## src/inc/lf_wake_pkg.sv

```systemverilog
// constants for the low-frequency wake-up receiver status block
package lf_wake_pkg;
    // register offsets on the extended function register port
    localparam logic [7:0] SNIFF_TIMEOUT_LIMITS_ADDR = 8'hdc;
    localparam logic [7:0] CARRIER_DETECT_SETUP_ADDR = 8'hdd;
    localparam logic [7:0] FRONT_END_MONITOR_ADDR    = 8'he1;
    localparam logic [7:0] RECEIVED_BYTE_ADDR        = 8'he2;
    localparam logic [7:0] BIT_WIDTH_COUNT_ADDR      = 8'hec;
    localparam logic [7:0] RECEIVER_STATE_FLAGS_ADDR = 8'hc8;

    localparam logic [7:0] SNIFF_TIMEOUT_LIMITS_RST = 8'h00;
    localparam logic [4:0] CARRIER_DETECT_SETUP_RST = 5'h00;
    localparam logic [7:0] RECEIVED_BYTE_RST        = 8'h00;
    localparam logic [6:0] BIT_WIDTH_RST            = 7'h00;

    // field positions
    localparam int OVERALL_LSB   = 3;
    localparam int OVERALL_W     = 5;
    localparam int PREAMBLE_LSB  = 0;
    localparam int PREAMBLE_W    = 3;
    localparam int PREQUAL_BIT   = 4;
    localparam int CARRIER_W     = 5;

    // timing, in periods of the low_freq_oscillator
    localparam int LF_PERIOD_NS   = 3300;
    localparam int OVERALL_MULT   = 512;
    localparam int OVERALL_ADD    = 257;
    localparam int TICKS_PER_UNIT = 4;
    localparam int PREAMBLE_MULT  = 128;
    localparam int TIMER_W        = 17;
    localparam int PRE_QUAL_SHORT = 3;
    localparam int PRE_QUAL_LONG  = 5;
    localparam int SYNC_HEAD_ONES = 3;
    localparam int BYTE_BITS      = 8;
    localparam int OSC_DIV_BIT    = 4;   // bit 4 of a tick counter toggles every 16 ticks: osc / 32
    localparam int PRE_SYM_MIN    = 2;
    localparam int PRE_SYM_MAX    = 40;

    typedef enum logic [2:0] {
        st_idle,
        st_preamble,
        st_sync,
        st_data,
        st_aborted
    } rx_state_type;
endpackage

```

## src/pin_sync.sv

```systemverilog
// two flip-flop synchroniser for asynchronous pin levels
`timescale 1ns/1ns
module pin_sync #(
    parameter int WIDTH = 1
) (
    input  wire logic             core_clk,
    input  wire logic             resetn,
    input  wire logic [WIDTH-1:0] d,
    output logic      [WIDTH-1:0] q
);
    logic [WIDTH-1:0] meta_ff;

    always_ff @(posedge core_clk or negedge resetn) begin
        if (!resetn) begin
            meta_ff <= '0;
            q       <= '0;
        end else begin
            meta_ff <= d;
            q       <= meta_ff;
        end
    end
endmodule

```

## src/lf_wake_receiver_status.sv

```systemverilog
// status, timeout and register logic of the low-frequency wake-up receiver
`timescale 1ns/1ns
module lf_wake_receiver_status #(
    parameter int PRE_SYM_MIN = lf_wake_pkg::PRE_SYM_MIN,
    parameter int PRE_SYM_MAX = lf_wake_pkg::PRE_SYM_MAX
) (
    input  wire logic       core_clk,
    input  wire logic       resetn,
    // extended_function_regs port of the core
    input  wire logic [7:0] sfr_addr,
    input  wire logic       sfr_wr,
    input  wire logic       sfr_rd,
    input  wire logic [7:0] sfr_wdata,
    output logic      [7:0] sfr_rdata,
    // core-side controls
    input  wire logic       sniff_start,
    input  wire logic       mode_trim_sel,
    input  wire logic       wake_id_hit,
    // analogue front-end pins
    input  wire logic       low_freq_oscillator,
    input  wire logic       data_in,
    input  wire logic       carrier_out,
    input  wire logic       ready_amp,
    input  wire logic       rssi_vt,
    input  wire logic       rssi_avg,
    input  wire logic       sample_in,
    input  wire logic       trim_mon_offset,
    input  wire logic       trim_mon_lpf,
    // status outputs
    output logic            rx_abort,
    output logic            rx_ready
);
    localparam int NPIN = 9;
    localparam int TW   = lf_wake_pkg::TIMER_W;
    // every edge flips the line level, so a run of ones can only be carried by long symbols
    localparam int BIT_ONE_MIN = PRE_SYM_MAX / 2;

    logic [NPIN-1:0] pin_s;
    logic osc_s, data_s, carrier_s, ready_s, vt_s, avg_s, sample_s, trim_off_s, trim_lpf_s;

    pin_sync #(.WIDTH(NPIN)) u_pin_sync (
        .core_clk (core_clk),
        .resetn   (resetn),
        .d        ({low_freq_oscillator, data_in, carrier_out, ready_amp, rssi_vt, rssi_avg, sample_in,
                    trim_mon_offset, trim_mon_lpf}),
        .q        (pin_s)
    );
    assign {osc_s, data_s, carrier_s, ready_s, vt_s, avg_s, sample_s, trim_off_s, trim_lpf_s} = pin_s;

    function automatic logic [TW-1:0] overall_limit(input logic [lf_wake_pkg::OVERALL_W-1:0] f);
        overall_limit = TW'((TW'(f) * TW'(lf_wake_pkg::OVERALL_MULT) + TW'(lf_wake_pkg::OVERALL_ADD))
                            * TW'(lf_wake_pkg::TICKS_PER_UNIT));
    endfunction

    function automatic logic [TW-1:0] preamble_limit(input logic [lf_wake_pkg::PREAMBLE_W-1:0] f);
        preamble_limit = TW'(TW'(f) * TW'(lf_wake_pkg::PREAMBLE_MULT) * TW'(lf_wake_pkg::TICKS_PER_UNIT));
    endfunction

    // registers
    logic [7:0]                 limits_ff, nxt_limits;
    logic [lf_wake_pkg::CARRIER_W-1:0] carrier_setup_ff, nxt_carrier_setup;
    logic [7:0]                 rdata_ff, nxt_rdata;
    logic [7:0]                 rx_byte_ff, nxt_rx_byte;
    logic [7:0]                 shift_ff, nxt_shift;
    logic [2:0]                 bit_cnt_ff, nxt_bit_cnt;
    logic [6:0]                 width_ff, nxt_width;
    logic [6:0]                 width_cnt_ff, nxt_width_cnt;
    logic [TW-1:0]              overall_cnt_ff, nxt_overall_cnt;
    logic [TW-1:0]              pre_cnt_ff, nxt_pre_cnt;
    logic [2:0]                 sym_cnt_ff, nxt_sym_cnt;
    logic [1:0]                 ones_cnt_ff, nxt_ones_cnt;
    logic [lf_wake_pkg::OSC_DIV_BIT:0] div_ff, nxt_div;
    logic                       osc_prev_ff, data_prev_ff;
    logic                       ready_ff, nxt_ready;
    logic                       data_valid_ff, nxt_data_valid;
    logic                       id_valid_ff, nxt_id_valid;
    logic                       sync_valid_ff, nxt_sync_valid;
    logic                       head_valid_ff, nxt_head_valid;
    logic                       pre_valid_ff, nxt_pre_valid;
    logic                       abort_ff, nxt_abort;
    lf_wake_pkg::rx_state_type  state_ff, nxt_state;

    logic       osc_tick, data_edge, bit_val, sym_ok, time_up, pre_up;
    logic [2:0] qual_need;
    logic [7:0] fe_monitor, state_flags;
    logic [lf_wake_pkg::OVERALL_W-1:0]  overall_field;
    logic [lf_wake_pkg::PREAMBLE_W-1:0] preamble_field;

    assign osc_tick       = osc_s & ~osc_prev_ff;
    assign data_edge      = data_s ^ data_prev_ff;
    assign bit_val        = width_cnt_ff > 7'(BIT_ONE_MIN);
    assign overall_field  = limits_ff[lf_wake_pkg::OVERALL_LSB +: lf_wake_pkg::OVERALL_W];
    assign preamble_field = limits_ff[lf_wake_pkg::PREAMBLE_LSB +: lf_wake_pkg::PREAMBLE_W];
    assign time_up        = overall_cnt_ff >= overall_limit(overall_field);
    assign pre_up         = (state_ff == lf_wake_pkg::st_preamble) && (preamble_field != '0)
                            && (pre_cnt_ff >= preamble_limit(preamble_field));
    assign sym_ok         = (width_cnt_ff >= 7'(PRE_SYM_MIN)) && (width_cnt_ff <= 7'(PRE_SYM_MAX));
    assign qual_need      = carrier_setup_ff[lf_wake_pkg::PREQUAL_BIT] ? 3'(lf_wake_pkg::PRE_QUAL_SHORT)
                                                                        : 3'(lf_wake_pkg::PRE_QUAL_LONG);

    // live monitor bits are the synchronised pins; trim source follows the mode bit
    assign fe_monitor  = {ready_s, mode_trim_sel ? trim_lpf_s : trim_off_s,
                          vt_s, avg_s, carrier_s, osc_s, sample_s, data_s};
    assign state_flags = {ready_ff, data_valid_ff, id_valid_ff, sync_valid_ff, head_valid_ff,
                          pre_valid_ff, abort_ff, div_ff[lf_wake_pkg::OSC_DIV_BIT]};

    always_comb begin
        nxt_limits        = limits_ff;
        nxt_carrier_setup = carrier_setup_ff;
        nxt_rdata         = rdata_ff;
        nxt_rx_byte       = rx_byte_ff;
        nxt_shift         = shift_ff;
        nxt_bit_cnt       = bit_cnt_ff;
        nxt_width         = width_ff;
        nxt_width_cnt     = width_cnt_ff;
        nxt_overall_cnt   = overall_cnt_ff;
        nxt_pre_cnt       = pre_cnt_ff;
        nxt_sym_cnt       = sym_cnt_ff;
        nxt_ones_cnt      = ones_cnt_ff;
        nxt_div           = osc_tick ? div_ff + 1'b1 : div_ff;
        nxt_ready         = ready_ff;
        nxt_data_valid    = data_valid_ff;
        nxt_id_valid      = id_valid_ff;
        nxt_sync_valid    = sync_valid_ff;
        nxt_head_valid    = head_valid_ff;
        nxt_pre_valid     = pre_valid_ff;
        nxt_abort         = abort_ff;
        nxt_state         = state_ff;

        // register port
        if (sfr_wr) begin
            if (sfr_addr == lf_wake_pkg::SNIFF_TIMEOUT_LIMITS_ADDR) begin
                nxt_limits = sfr_wdata;
            end
            if (sfr_addr == lf_wake_pkg::CARRIER_DETECT_SETUP_ADDR) begin
                nxt_carrier_setup = sfr_wdata[lf_wake_pkg::CARRIER_W-1:0];
            end
        end
        if (sfr_rd) begin
            unique case (sfr_addr)
                lf_wake_pkg::CARRIER_DETECT_SETUP_ADDR: nxt_rdata = 8'(carrier_setup_ff);
                lf_wake_pkg::FRONT_END_MONITOR_ADDR:    nxt_rdata = fe_monitor;
                lf_wake_pkg::RECEIVED_BYTE_ADDR:        nxt_rdata = rx_byte_ff;
                lf_wake_pkg::BIT_WIDTH_COUNT_ADDR:      nxt_rdata = {id_valid_ff, width_ff};
                lf_wake_pkg::RECEIVER_STATE_FLAGS_ADDR: nxt_rdata = state_flags;
                default:                                nxt_rdata = 8'h00;
            endcase
            // reading the byte hands it over; a new byte in the same cycle still sets it below
            if (sfr_addr == lf_wake_pkg::RECEIVED_BYTE_ADDR) begin
                nxt_ready = 1'b0;
            end
        end

        // bit width in oscillator periods, latched at each data edge; the counter saturates so an over-long symbol reads full scale
        if (data_edge) begin
            nxt_width     = width_cnt_ff;
            nxt_width_cnt = '0;
        end else if (osc_tick && width_cnt_ff != '1) begin
            nxt_width_cnt = width_cnt_ff + 1'b1;
        end

        if (wake_id_hit && state_ff != lf_wake_pkg::st_idle && state_ff != lf_wake_pkg::st_aborted) begin
            nxt_id_valid = 1'b1;
        end

        if (state_ff != lf_wake_pkg::st_idle && state_ff != lf_wake_pkg::st_aborted && osc_tick) begin
            nxt_overall_cnt = overall_cnt_ff + 1'b1;
            if (state_ff == lf_wake_pkg::st_preamble) begin
                nxt_pre_cnt = pre_cnt_ff + 1'b1;
            end
        end

        unique case (state_ff)
            lf_wake_pkg::st_idle, lf_wake_pkg::st_aborted: begin
            end
            lf_wake_pkg::st_preamble: begin
                if (data_edge) begin
                    if (!sym_ok) begin
                        nxt_sym_cnt = '0;
                    end else if (sym_cnt_ff + 1'b1 >= qual_need) begin
                        nxt_pre_valid = 1'b1;
                        nxt_sym_cnt   = '0;
                        nxt_state     = lf_wake_pkg::st_sync;
                    end else begin
                        nxt_sym_cnt = sym_cnt_ff + 1'b1;
                    end
                end
            end
            lf_wake_pkg::st_sync: begin
                if (data_edge) begin
                    if (bit_val) begin
                        nxt_ones_cnt = (ones_cnt_ff == 2'(lf_wake_pkg::SYNC_HEAD_ONES)) ? ones_cnt_ff
                                                                                         : ones_cnt_ff + 1'b1;
                        if (ones_cnt_ff + 1'b1 == 2'(lf_wake_pkg::SYNC_HEAD_ONES)) begin
                            nxt_head_valid = 1'b1;
                        end
                    end else if (head_valid_ff) begin
                        nxt_sync_valid = 1'b1;
                        nxt_state      = lf_wake_pkg::st_data;
                    end else begin
                        nxt_ones_cnt = '0;
                    end
                end
            end
            lf_wake_pkg::st_data: begin
                if (data_edge) begin
                    nxt_shift   = {shift_ff[6:0], bit_val};
                    nxt_bit_cnt = bit_cnt_ff + 1'b1;
                    if (bit_cnt_ff == 3'(lf_wake_pkg::BYTE_BITS - 1)) begin
                        nxt_rx_byte    = {shift_ff[6:0], bit_val};
                        nxt_ready      = 1'b1;
                        nxt_data_valid = id_valid_ff;
                    end
                end
            end
        endcase

        // timeouts halt the attempt; the flag stays until the next start
        if (state_ff != lf_wake_pkg::st_idle && state_ff != lf_wake_pkg::st_aborted && (time_up || pre_up)) begin
            nxt_abort = 1'b1;
            nxt_state = lf_wake_pkg::st_aborted;
        end

        if (sniff_start) begin
            nxt_state       = lf_wake_pkg::st_preamble;
            nxt_abort       = 1'b0;
            nxt_overall_cnt = '0;
            nxt_pre_cnt     = '0;
            nxt_sym_cnt     = '0;
            nxt_ones_cnt    = '0;
            nxt_bit_cnt     = '0;
            nxt_pre_valid   = 1'b0;
            nxt_head_valid  = 1'b0;
            nxt_sync_valid  = 1'b0;
            nxt_id_valid    = 1'b0;
            nxt_data_valid  = 1'b0;
        end
    end

    always_ff @(posedge core_clk or negedge resetn) begin
        if (!resetn) begin
            limits_ff        <= lf_wake_pkg::SNIFF_TIMEOUT_LIMITS_RST;
            carrier_setup_ff <= lf_wake_pkg::CARRIER_DETECT_SETUP_RST;
            rdata_ff         <= 8'h00;
            rx_byte_ff       <= lf_wake_pkg::RECEIVED_BYTE_RST;
            shift_ff         <= 8'h00;
            bit_cnt_ff       <= 3'h0;
            width_ff         <= lf_wake_pkg::BIT_WIDTH_RST;
            width_cnt_ff     <= 7'h00;
            overall_cnt_ff   <= '0;
            pre_cnt_ff       <= '0;
            sym_cnt_ff       <= 3'h0;
            ones_cnt_ff      <= 2'h0;
            div_ff           <= '0;
            osc_prev_ff      <= 1'b0;
            data_prev_ff     <= 1'b0;
            ready_ff         <= 1'b0;
            data_valid_ff    <= 1'b0;
            id_valid_ff      <= 1'b0;
            sync_valid_ff    <= 1'b0;
            head_valid_ff    <= 1'b0;
            pre_valid_ff     <= 1'b0;
            abort_ff         <= 1'b0;
            state_ff         <= lf_wake_pkg::st_idle;
        end else begin
            limits_ff        <= nxt_limits;
            carrier_setup_ff <= nxt_carrier_setup;
            rdata_ff         <= nxt_rdata;
            rx_byte_ff       <= nxt_rx_byte;
            shift_ff         <= nxt_shift;
            bit_cnt_ff       <= nxt_bit_cnt;
            width_ff         <= nxt_width;
            width_cnt_ff     <= nxt_width_cnt;
            overall_cnt_ff   <= nxt_overall_cnt;
            pre_cnt_ff       <= nxt_pre_cnt;
            sym_cnt_ff       <= nxt_sym_cnt;
            ones_cnt_ff      <= nxt_ones_cnt;
            div_ff           <= nxt_div;
            osc_prev_ff      <= osc_s;
            data_prev_ff     <= data_s;
            ready_ff         <= nxt_ready;
            data_valid_ff    <= nxt_data_valid;
            id_valid_ff      <= nxt_id_valid;
            sync_valid_ff    <= nxt_sync_valid;
            head_valid_ff    <= nxt_head_valid;
            pre_valid_ff     <= nxt_pre_valid;
            abort_ff         <= nxt_abort;
            state_ff         <= nxt_state;
        end
    end

    assign sfr_rdata = rdata_ff;
    assign rx_abort  = abort_ff;
    assign rx_ready  = ready_ff;
endmodule

```

## config.mk

```make
export PLATFORM = sky130hd
export DESIGN_NAME = lf_wake_receiver_status
export DESIGN_NICKNAME = d
export VERILOG_FILES = /design/src/inc/lf_wake_pkg.sv /design/src/pin_sync.sv /design/src/lf_wake_receiver_status.sv
export SDC_FILE = /design/constraint.sdc
export NUM_CORES = 1
export LEC_CHECK = 0
export ABC_CLOCK_PERIOD_IN_PS = 2550
export BUFFER_PORTS_ARGS = -buffer_cell sky130_fd_sc_hd__buf_2
export CORE_MARGIN = 5
export CORE_UTILIZATION = 30
export DETAILED_ROUTE_END_ITERATION = 12
export GPL_TIMING_DRIVEN = 0
export PLACE_DENSITY = 0.56
export SLEW_MARGIN = 5
export SYNTH_ARGS = -nofsm -noshare
export SYNTH_HDL_FRONTEND = slang
export SYNTH_SLANG_ARGS = --single-unit
export TNS_END_PERCENT = 30
```

## constraint.sdc

```tcl
create_clock -name core_clk -period 2.55 [get_ports core_clk]
set_clock_uncertainty 0.2 [all_clocks]
set_input_delay 0.255 -clock core_clk [delete_from_list [all_inputs] [get_ports core_clk]]
set_output_delay 0.255 -clock core_clk [all_outputs]
set_load 0.005 [all_outputs]
```

==> impl_metrics.yaml, run 1 <==
status:
  outcome: "completed"
timing:
  hold_viol_final: 0
  fin_crit_ps: 2531
  final-setup-viol-count: 0
  period_share_pct: 99.25
  worst_slew_pin_slew_ps: 1062
  fin_setup_tns_ps: 0
  rsz0062_at_grt: "yes"
  fmax_mhz: 395.1
  slew_headroom_pct: 29.06
  final-max-slew-violation-count: 0
floorplanning:
  coreArea_sq_mm: 0.01940
  die_w_microns: 149.9
  rows: 51
  die_h_microns: 149.9
  die_area_sq_mm: 0.02248
  io_pins: 42
  start_util_pct: 30.28
synthesis:
  ys_types: 56
  avgSynthCellArea_sq_um: 10.84
  ys.flop_type: "dfrtp_1"
  syn-cell-area_sq_mm: 0.005873
  synth-seq-cells: 127
  synth_top_cell_by_area: "dfrtp_1"
  post_synth_main_area_contributors: "dfrtp_1 (54%), mux2_2 (5.4%), ha_1 (4.7%)"
  ys_warn_count: 0
  syn-num-nets: 596
  seq_area_frac_synth_pct: 54.11
  ys_top_cells_by_count: "dfrtp_1 (127), nor2_1 (65), nand2_1 (45), mux2_2 (28), xor2_1 (24)"
  yosysTopAreaCellShare_pct: 54.11
  postSynthCellCount: 542
  synth-edff-count: 0
  yosysMostFrequentCell: "dfrtp_1"
  async_reset_ff_share_pct: 100.0
drt:
  vias: 4326
  drt_wl_total_mm: 13.46
  routed_via_density: 4.817
  drc: 0
  drt_first_pass_iters: 5
  first_iter_violations: 370
  wl_per_cell_microns: 14.99
  postRouteAntennaNets: 0
setup_path:
  critPathLaunchType: "register"
  crit_fanout: 7
  timing.critical_path.from: "width_cnt_ff[0]"
  critPathKind: "reg -> reg"
  rr_startpoint: "width_cnt_ff[0]"
  cp_data_arrival_time_ps: 2670
  crit_required_ps: 2690
  worstSetupEndpointType: "register"
worst_hold_path:
  hold_path.class: "in -> reg"
  hold_start: "sfr_rd"
power_and_ir_drop:
  p_leak_uw: 0.003221
  clockPowerShare_pct: 45.5
  sequentialPowerShare_pct: 43.2
  combPwrFrac_pct: 11.3
  p_int_uw: 3794
  power.switching_uw: 1561
  irDropWorstVdd_uv: 336.3
  swShare_pct: 29.15
  finalPower_uw: 5355
  power_density_mw_per_mm2: 736.6
cts:
  cts_tree: "done"
  cts.sinks: 127
  cts-htree-levels: 4
  path_clk_slew_ps: 70
  clk-insertion-delay-late_ps: 420
  cts_buffers: 17
  root_buffer: "clkbuf_16"
  clockBufferDepth: 2
grt:
  use_met3_pct: 3.422
  met1_usage_pct: 16.94
  antenna_found_initial: 0
  grtUsageMet2_pct: 20.12
  grt_max_degree: 79
  grt_pass1_vias: 4486
  grt_first_pass_wirelength_mm: 22.71
  track_usage_pct: 12.84
  overflow: 0
  grt_busiest_layer: "met2"
placed_design:
  place_inst: 847
  gp_congestion: 0.8619
  dp_hpwl_mm: 9.598
  io_buffers: 39
final_layout:
  layout-drive-gt1-share_pct: 19.27
  post-route-util_pct: 37.47
  syn_to_final_growth_pct: 23.77
  fill_cells: 1906
  final_nets: 674
  num_antenna_cells: 0
  stdcell_count: 898
run:
  cap_viol_max_count: 0
-- worst max-delay path: stages (launching register included) --
cell	delay (ps)
dfrtp_1	470
inv_1	70
ha_1	210
o211a_4	290
and3_4	210
or4_4	510
or3b_1	420
o211ai_2	70
-- what timing repair did --
item	in CTS	in global routing
gates cloned	0	0
endpoints found under the setup margin	2	14
hold endpoints to repair	72	0
resized for setup	3	9
hold buffers	19	0
pin swaps	1	0
setup buffers	0	0
-- power groups by stage --
stage               Clock, uW  Combinational [uW]  Sequential, uW
floorplan                   0                 392            2300
global placement            0                 545            2340
detailed placement          0                 575            2350
CTS                      2490                 601            2310
global route             2600                 691            2340
finish                   2440                 605            2310
-- routing by layer --
| layer | wire length [microns] | share of wire, % |
|---|---|---|
| met1 | 6299 | 47 |
| met2 | 6418 | 48 |
| met3 | 504 | 3.7 |
| met4 | 240 | 1.8 |
| met5 | 0 | 0 |
-- cells in the final DEF (no fill, tap or decap), types with 3 or more instances in the layout --
cell           count
nand4_1           14
dlygate4sd3_1     19
nand4b_1           3
buf_2             38
a22oi_1           12
and3_1             5
nand2_1           45
or3_1              6
o21ai_0           17
clkinv_8           5
mux2i_1            3
clkbuf_16         17
nor2_1            65
inv_1             22
nand3_1           15
inv_6              3
nor3_1            11
dfrtp_1          127
and4_1             6
a21oi_1           20
nor2b_1            4
xnor2_1           16
buf_1              3
inv_8              7
a22o_1             5
a41oi_1            5
nor4_1             4
ha_1              22
mux2_2            28
clkbuf_1          13
xor2_1            24
-- sequential cells by signal (all words and copies together) (netlist names), 2 cells and up --
signal / flops
bit_cnt_ff: 3
carrier_setup_ff: 5
div_ff: 5
limits_ff: 8
ones_cnt_ff: 2
overall_cnt_ff: 17
pre_cnt_ff: 17
rx_byte_ff: 8
sfr_rdata: 8
shift_ff: 7
state_ff: 3
sym_cnt_ff: 3
u_pin_sync.meta_ff: 9
u_pin_sync.q: 9
width_cnt_ff: 7
width_ff: 7
-- worst paths after layout --
path / to / slack [ps] / cells after the start
worst max-delay path: state_ff[1] / 20 / 7
worst max register to register: state_ff[1] / 20 / 7
min in group asynchronous: u_pin_sync.q[1] / 130 / 2
worst min-delay path: sfr_rdata[3] / 20 / 3
max in group asynchronous: pre_cnt_ff[10] / 1260 / 3
worst min register to register: u_pin_sync.q[2] / 150 / 0
-- cell type report --
cell class              count  area, sq um  share of cell area [%]
well taps                 265        331.6                   4.561
flip-flops and latches    127         3178                   43.72
plain buffers              19        77.57                   1.067
inverters                  22        82.58                   1.136
clock buffers              17        425.4                   5.852
multi-input cells         374         2569                   35.34
clock inverters            15        186.4                   2.565
repair buffers             59        419.2                   5.766
-- cell families (layout without fill, tap and decap cells) --
logic type | after synthesis | after routing | synth area share (%)
buffers and inverters | 41 | 132 | 2.684
muxes | 31 | 31 | 5.880
AOI/OAI and AO/OA | 77 | 77 | 8.863
and+or+nand+nor | 204 | 204 | 17.81
adders and majority gates | 22 | 22 | 4.687
DFF | 127 | 127 | 54.11
xor gates and xnor gates | 40 | 40 | 5.965
-- per-stage QoR --
step	hold slack (ps)	worst slack, ps	instance area (sq um)
5_1_grt	57.02	-36.96	7269
3_3_place_gp	132.6	-586.9	6400
3_5_place_dp	25.15	-64.98	6434
4_1_cts	4.964	30.49	7242
6_report	21.47	19.24	7269
2_1_floorplan	-240.6	166.1	5873
No activity file was read; power rests on OpenSTA's default activity.
==> run 2, diff against run 1 <==
--- a/config.mk
+++ b/config.mk
@@ -5,12 +5,12 @@
 export SDC_FILE = /design/constraint.sdc
 export NUM_CORES = 1
 export LEC_CHECK = 0
+export ABC_AREA = 1
 export ABC_CLOCK_PERIOD_IN_PS = 2550
 export BUFFER_PORTS_ARGS = -buffer_cell sky130_fd_sc_hd__buf_2
 export CORE_MARGIN = 5
 export CORE_UTILIZATION = 30
 export DETAILED_ROUTE_END_ITERATION = 12
-export GPL_TIMING_DRIVEN = 0
 export PLACE_DENSITY = 0.56
 export SLEW_MARGIN = 5
 export SYNTH_ARGS = -nofsm -noshare
==> run 2 against run 1 <==
- fmax grew 12%
- critical path depth increased by 8
- via count grew 16%
- sequential power is 3% lower
==> impl_metrics.yaml, run 2 <==
synthesis:
  avgSynthCellArea_sq_um: 8.308
  seq_area_frac_synth_pct: 50.47
  yosysTopAreaCellShare_pct: 50.47
  synth-edff-count: 0
  synth-simple-area-share_pct: 25.13
  syn-num-nets: 812
  yosysMostFrequentCell: "nand2_1"
  ys.flop_type: "dfrtp_1"
  synthAdderAreaFrac_pct: 4.371
  synth_xor_area_share_pct: 1.113
  ys_top_cells_by_count: "nand2_1 (172), dfrtp_1 (127), inv_1 (97), o21ai_0 (77), nor2_1 (73)"
  synthMuxAreaShare_pct: 0.7153
  ys_warn_count: 0
  async_reset_ff_share_pct: 100.0
  post_synth_main_area_contributors: "dfrtp_1 (50%), nand2_1 (10%), o21ai_0 (6.1%)"
  synth_top_cell_by_area: "dfrtp_1"
  syn-cell-area_sq_mm: 0.006297
  synth-compound-area-share_pct: 10.73
  synth-seq-cells: 127
  postSynthCellCount: 758
  ys_types: 42
  synth_top_family_by_area: "simple AND/OR/NAND/NOR gates"
drt:
  wl_per_cell_microns: 12.80
  first_iter_violations: 293
  vias: 5019
  routed_via_density: 4.465
  drc: 0
  postRouteAntennaNets: 0
  drt_wl_total_mm: 14.39
  drt_first_pass_iters: 4
timing:
  final-setup-viol-count: 0
  final-max-slew-violation-count: 0
  fin_crit_ps: 2262
  worst_slew_pin_slew_ps: 594.0
  period_share_pct: 88.72
  fin_setup_tns_ps: 0
  slew_headroom_pct: 60.09
  fmax_mhz: 442.0
  setup_slack_ps: 287.6
  hold_viol_final: 0
power_and_ir_drop:
  power_density_mw_per_mm2: 688.9
  irDropWorstVdd_uv: 453.9
  p_leak_uw: 0.003659
  finalPower_uw: 5284
placed_design:
  io_buffers: 41
  dp_hpwl_mm: 10.42
  dp_slack_ps: 310.5
  gp_congestion: 0.7728
setup_path:
  slowest_delay_ps: 400
  reg2reg_slack_ps: 290
  crit_top_cell: "nand2_1"
  crit_required_ps: 2660
  cp_slowest_cell: "dfrtp_1"
  worstSetupEndpointType: "register"
  critPathKind: "reg -> reg"
  crit_chain: "ha_1 > xnor2_2 > inv_1 > ha_1 > nand2_1 > o21ai_0 > nor2_1 > nor2_1 > nand2_1 > nand2_1 > inv_1 > nand2_1 > nand2_1 > nand2_1 > nand2_1"
  cp_data_arrival_time_ps: 2370
  crit_fanout: 4
  critPathLaunchType: "register"
floorplanning:
  die_h_microns: 154.9
  die_area_sq_mm: 0.02399
  rows: 53
  coreArea_sq_mm: 0.02082
  start_util_pct: 30.24
  die_w_microns: 154.9
  io_pins: 42
cts:
  cts-htree-levels: 4
  cts_tree: "done"
  root_buffer: "clkbuf_16"
  clk-insertion-delay-late_ps: 430
  cts_buffers: 17
  path_clk_slew_ps: 70
  cts.sinks: 127
  clockBufferDepth: 2
grt:
  grt_pass1_vias: 5013
  track_usage_pct: 12.62
  grt_max_degree: 52
  overflow: 0
  antenna_found_initial: 0
  grt_first_pass_wirelength_mm: 24.46
final_layout:
  syn_to_final_growth_pct: 21.80
  final_nets: 890
  reg.largest.list: "overall_cnt_ff (17), pre_cnt_ff (17)"
  layout-drive-gt1-share_pct: 13.78
  num_antenna_cells: 0
  final_common_cell: "nand2_1"
  final_cell_mix: "nand2_1 (172), dfrtp_1 (127), inv_1 (97)"
run:
  cap_viol_max_count: 0
status:
  outcome: "completed"
worst_hold_path:
  hold_path.class: "in -> reg"
-- run 2: cell count changes in the layout (fill, tap and decap cells not counted), moves of 11 or more --
cell / delta
nand2_1: +127
inv_1: +75
o21ai_0: +60
nand3_1: +26
mux2_2: -24
xor2_1: -19
xnor2_1: -14
clkbuf_1: -13
a22oi_1: -12
a21oi_1: +11
buf_4: +11
-- run 2: timing repair --
action / in CTS / in global routing
gates resized for setup: 0 / 2
hold buffers: 20 / 0
setup buffers: 0 / 1
endpoints found under the hold margin: 125 / 0
setup endpoints to repair: 0 / 3
-- run 2: worst paths after layout --
kind	start	endpoint	cells past startpoint
worst min register to register	u_pin_sync.meta_ff[4]	u_pin_sync.q[4]	0
worst max register to register	sym_cnt_ff[0]	state_ff[0]	15
worst min-delay path	sniff_start	overall_cnt_ff[13]	4
worst max-delay path	sym_cnt_ff[0]	state_ff[0]	15
max in group asynchronous	resetn	width_ff[0]	3
min in group asynchronous	resetn	pre_cnt_ff[0]	2
-- run 2: worst max-delay path, delay by kind of cell, from the launching register on --
| family | cells | cell delay [ps] |
|---|---|---|
| adder cells (fa/ha/maj) | 2 | 550 |
| XOR/XNOR | 1 | 140 |
| AO/OA/AOI/OAI | 1 | 140 |
| AND/OR/NAND/NOR | 9 | 630 |
| buffers and inverters | 2 | 100 |
| flip-flops | 1 | 400 |
-- run 2: cell families (layout without fill, tap and decap cells) --
group	count (synthesis)	count (layout)
muxes	4	4
buffers and inverters	119	210
xor gates and xnor gates	8	8
and+or+nand+nor	351	351
DFF	127	127
adders and majority gates	22	22
AOI/OAI and AO/OA	127	127
-- run 2: routing by layer --
metal  up-vias  track usage, %  wire (microns)
met2        52           20.48            6881
li1       2637               -               -
met4         0           4.584             238
met1      2317           16.63            6930
met3        13           2.754             339
met5         -               0               0
-- run 2: final cells by class --
class / instances / area, sq um
fillers: 2175 / 13150
flip-flops and latches: 127 / 3178
multi-input cells: 512 / 2660
repair buffers: 74 / 521.8
clock buffers: 18 / 439.2
inverters: 104 / 392.9
well taps: 275 / 344.1
clock inverters: 14 / 133.9
-- run 2: where the power goes --
part | total [uW] | switching [uW] | leakage, uW | internal (uW)
clock | 2360 | 1040 | 0.000283 | 1320
sequential | 2230 | 88.5 | 0.00169 | 2140
combinational | 693 | 451 | 0.00168 | 242
total | 5280 | 1580 | 0.00366 | 3700
-- run 2: stage by stage --
stage                     util, %  cells  instance area (sq um)  hold WS, ps
final                       36.83   1124                   7670        24.05
after global routing        36.83   1124                   7670        34.25
after CTS                   36.74   1123                   7651        24.04
after detailed placement    33.03   1071                   6878        24.35
after global placement      33.03   1071                   6878        25.55
after floorplan                 -    758                   6297       -240.6
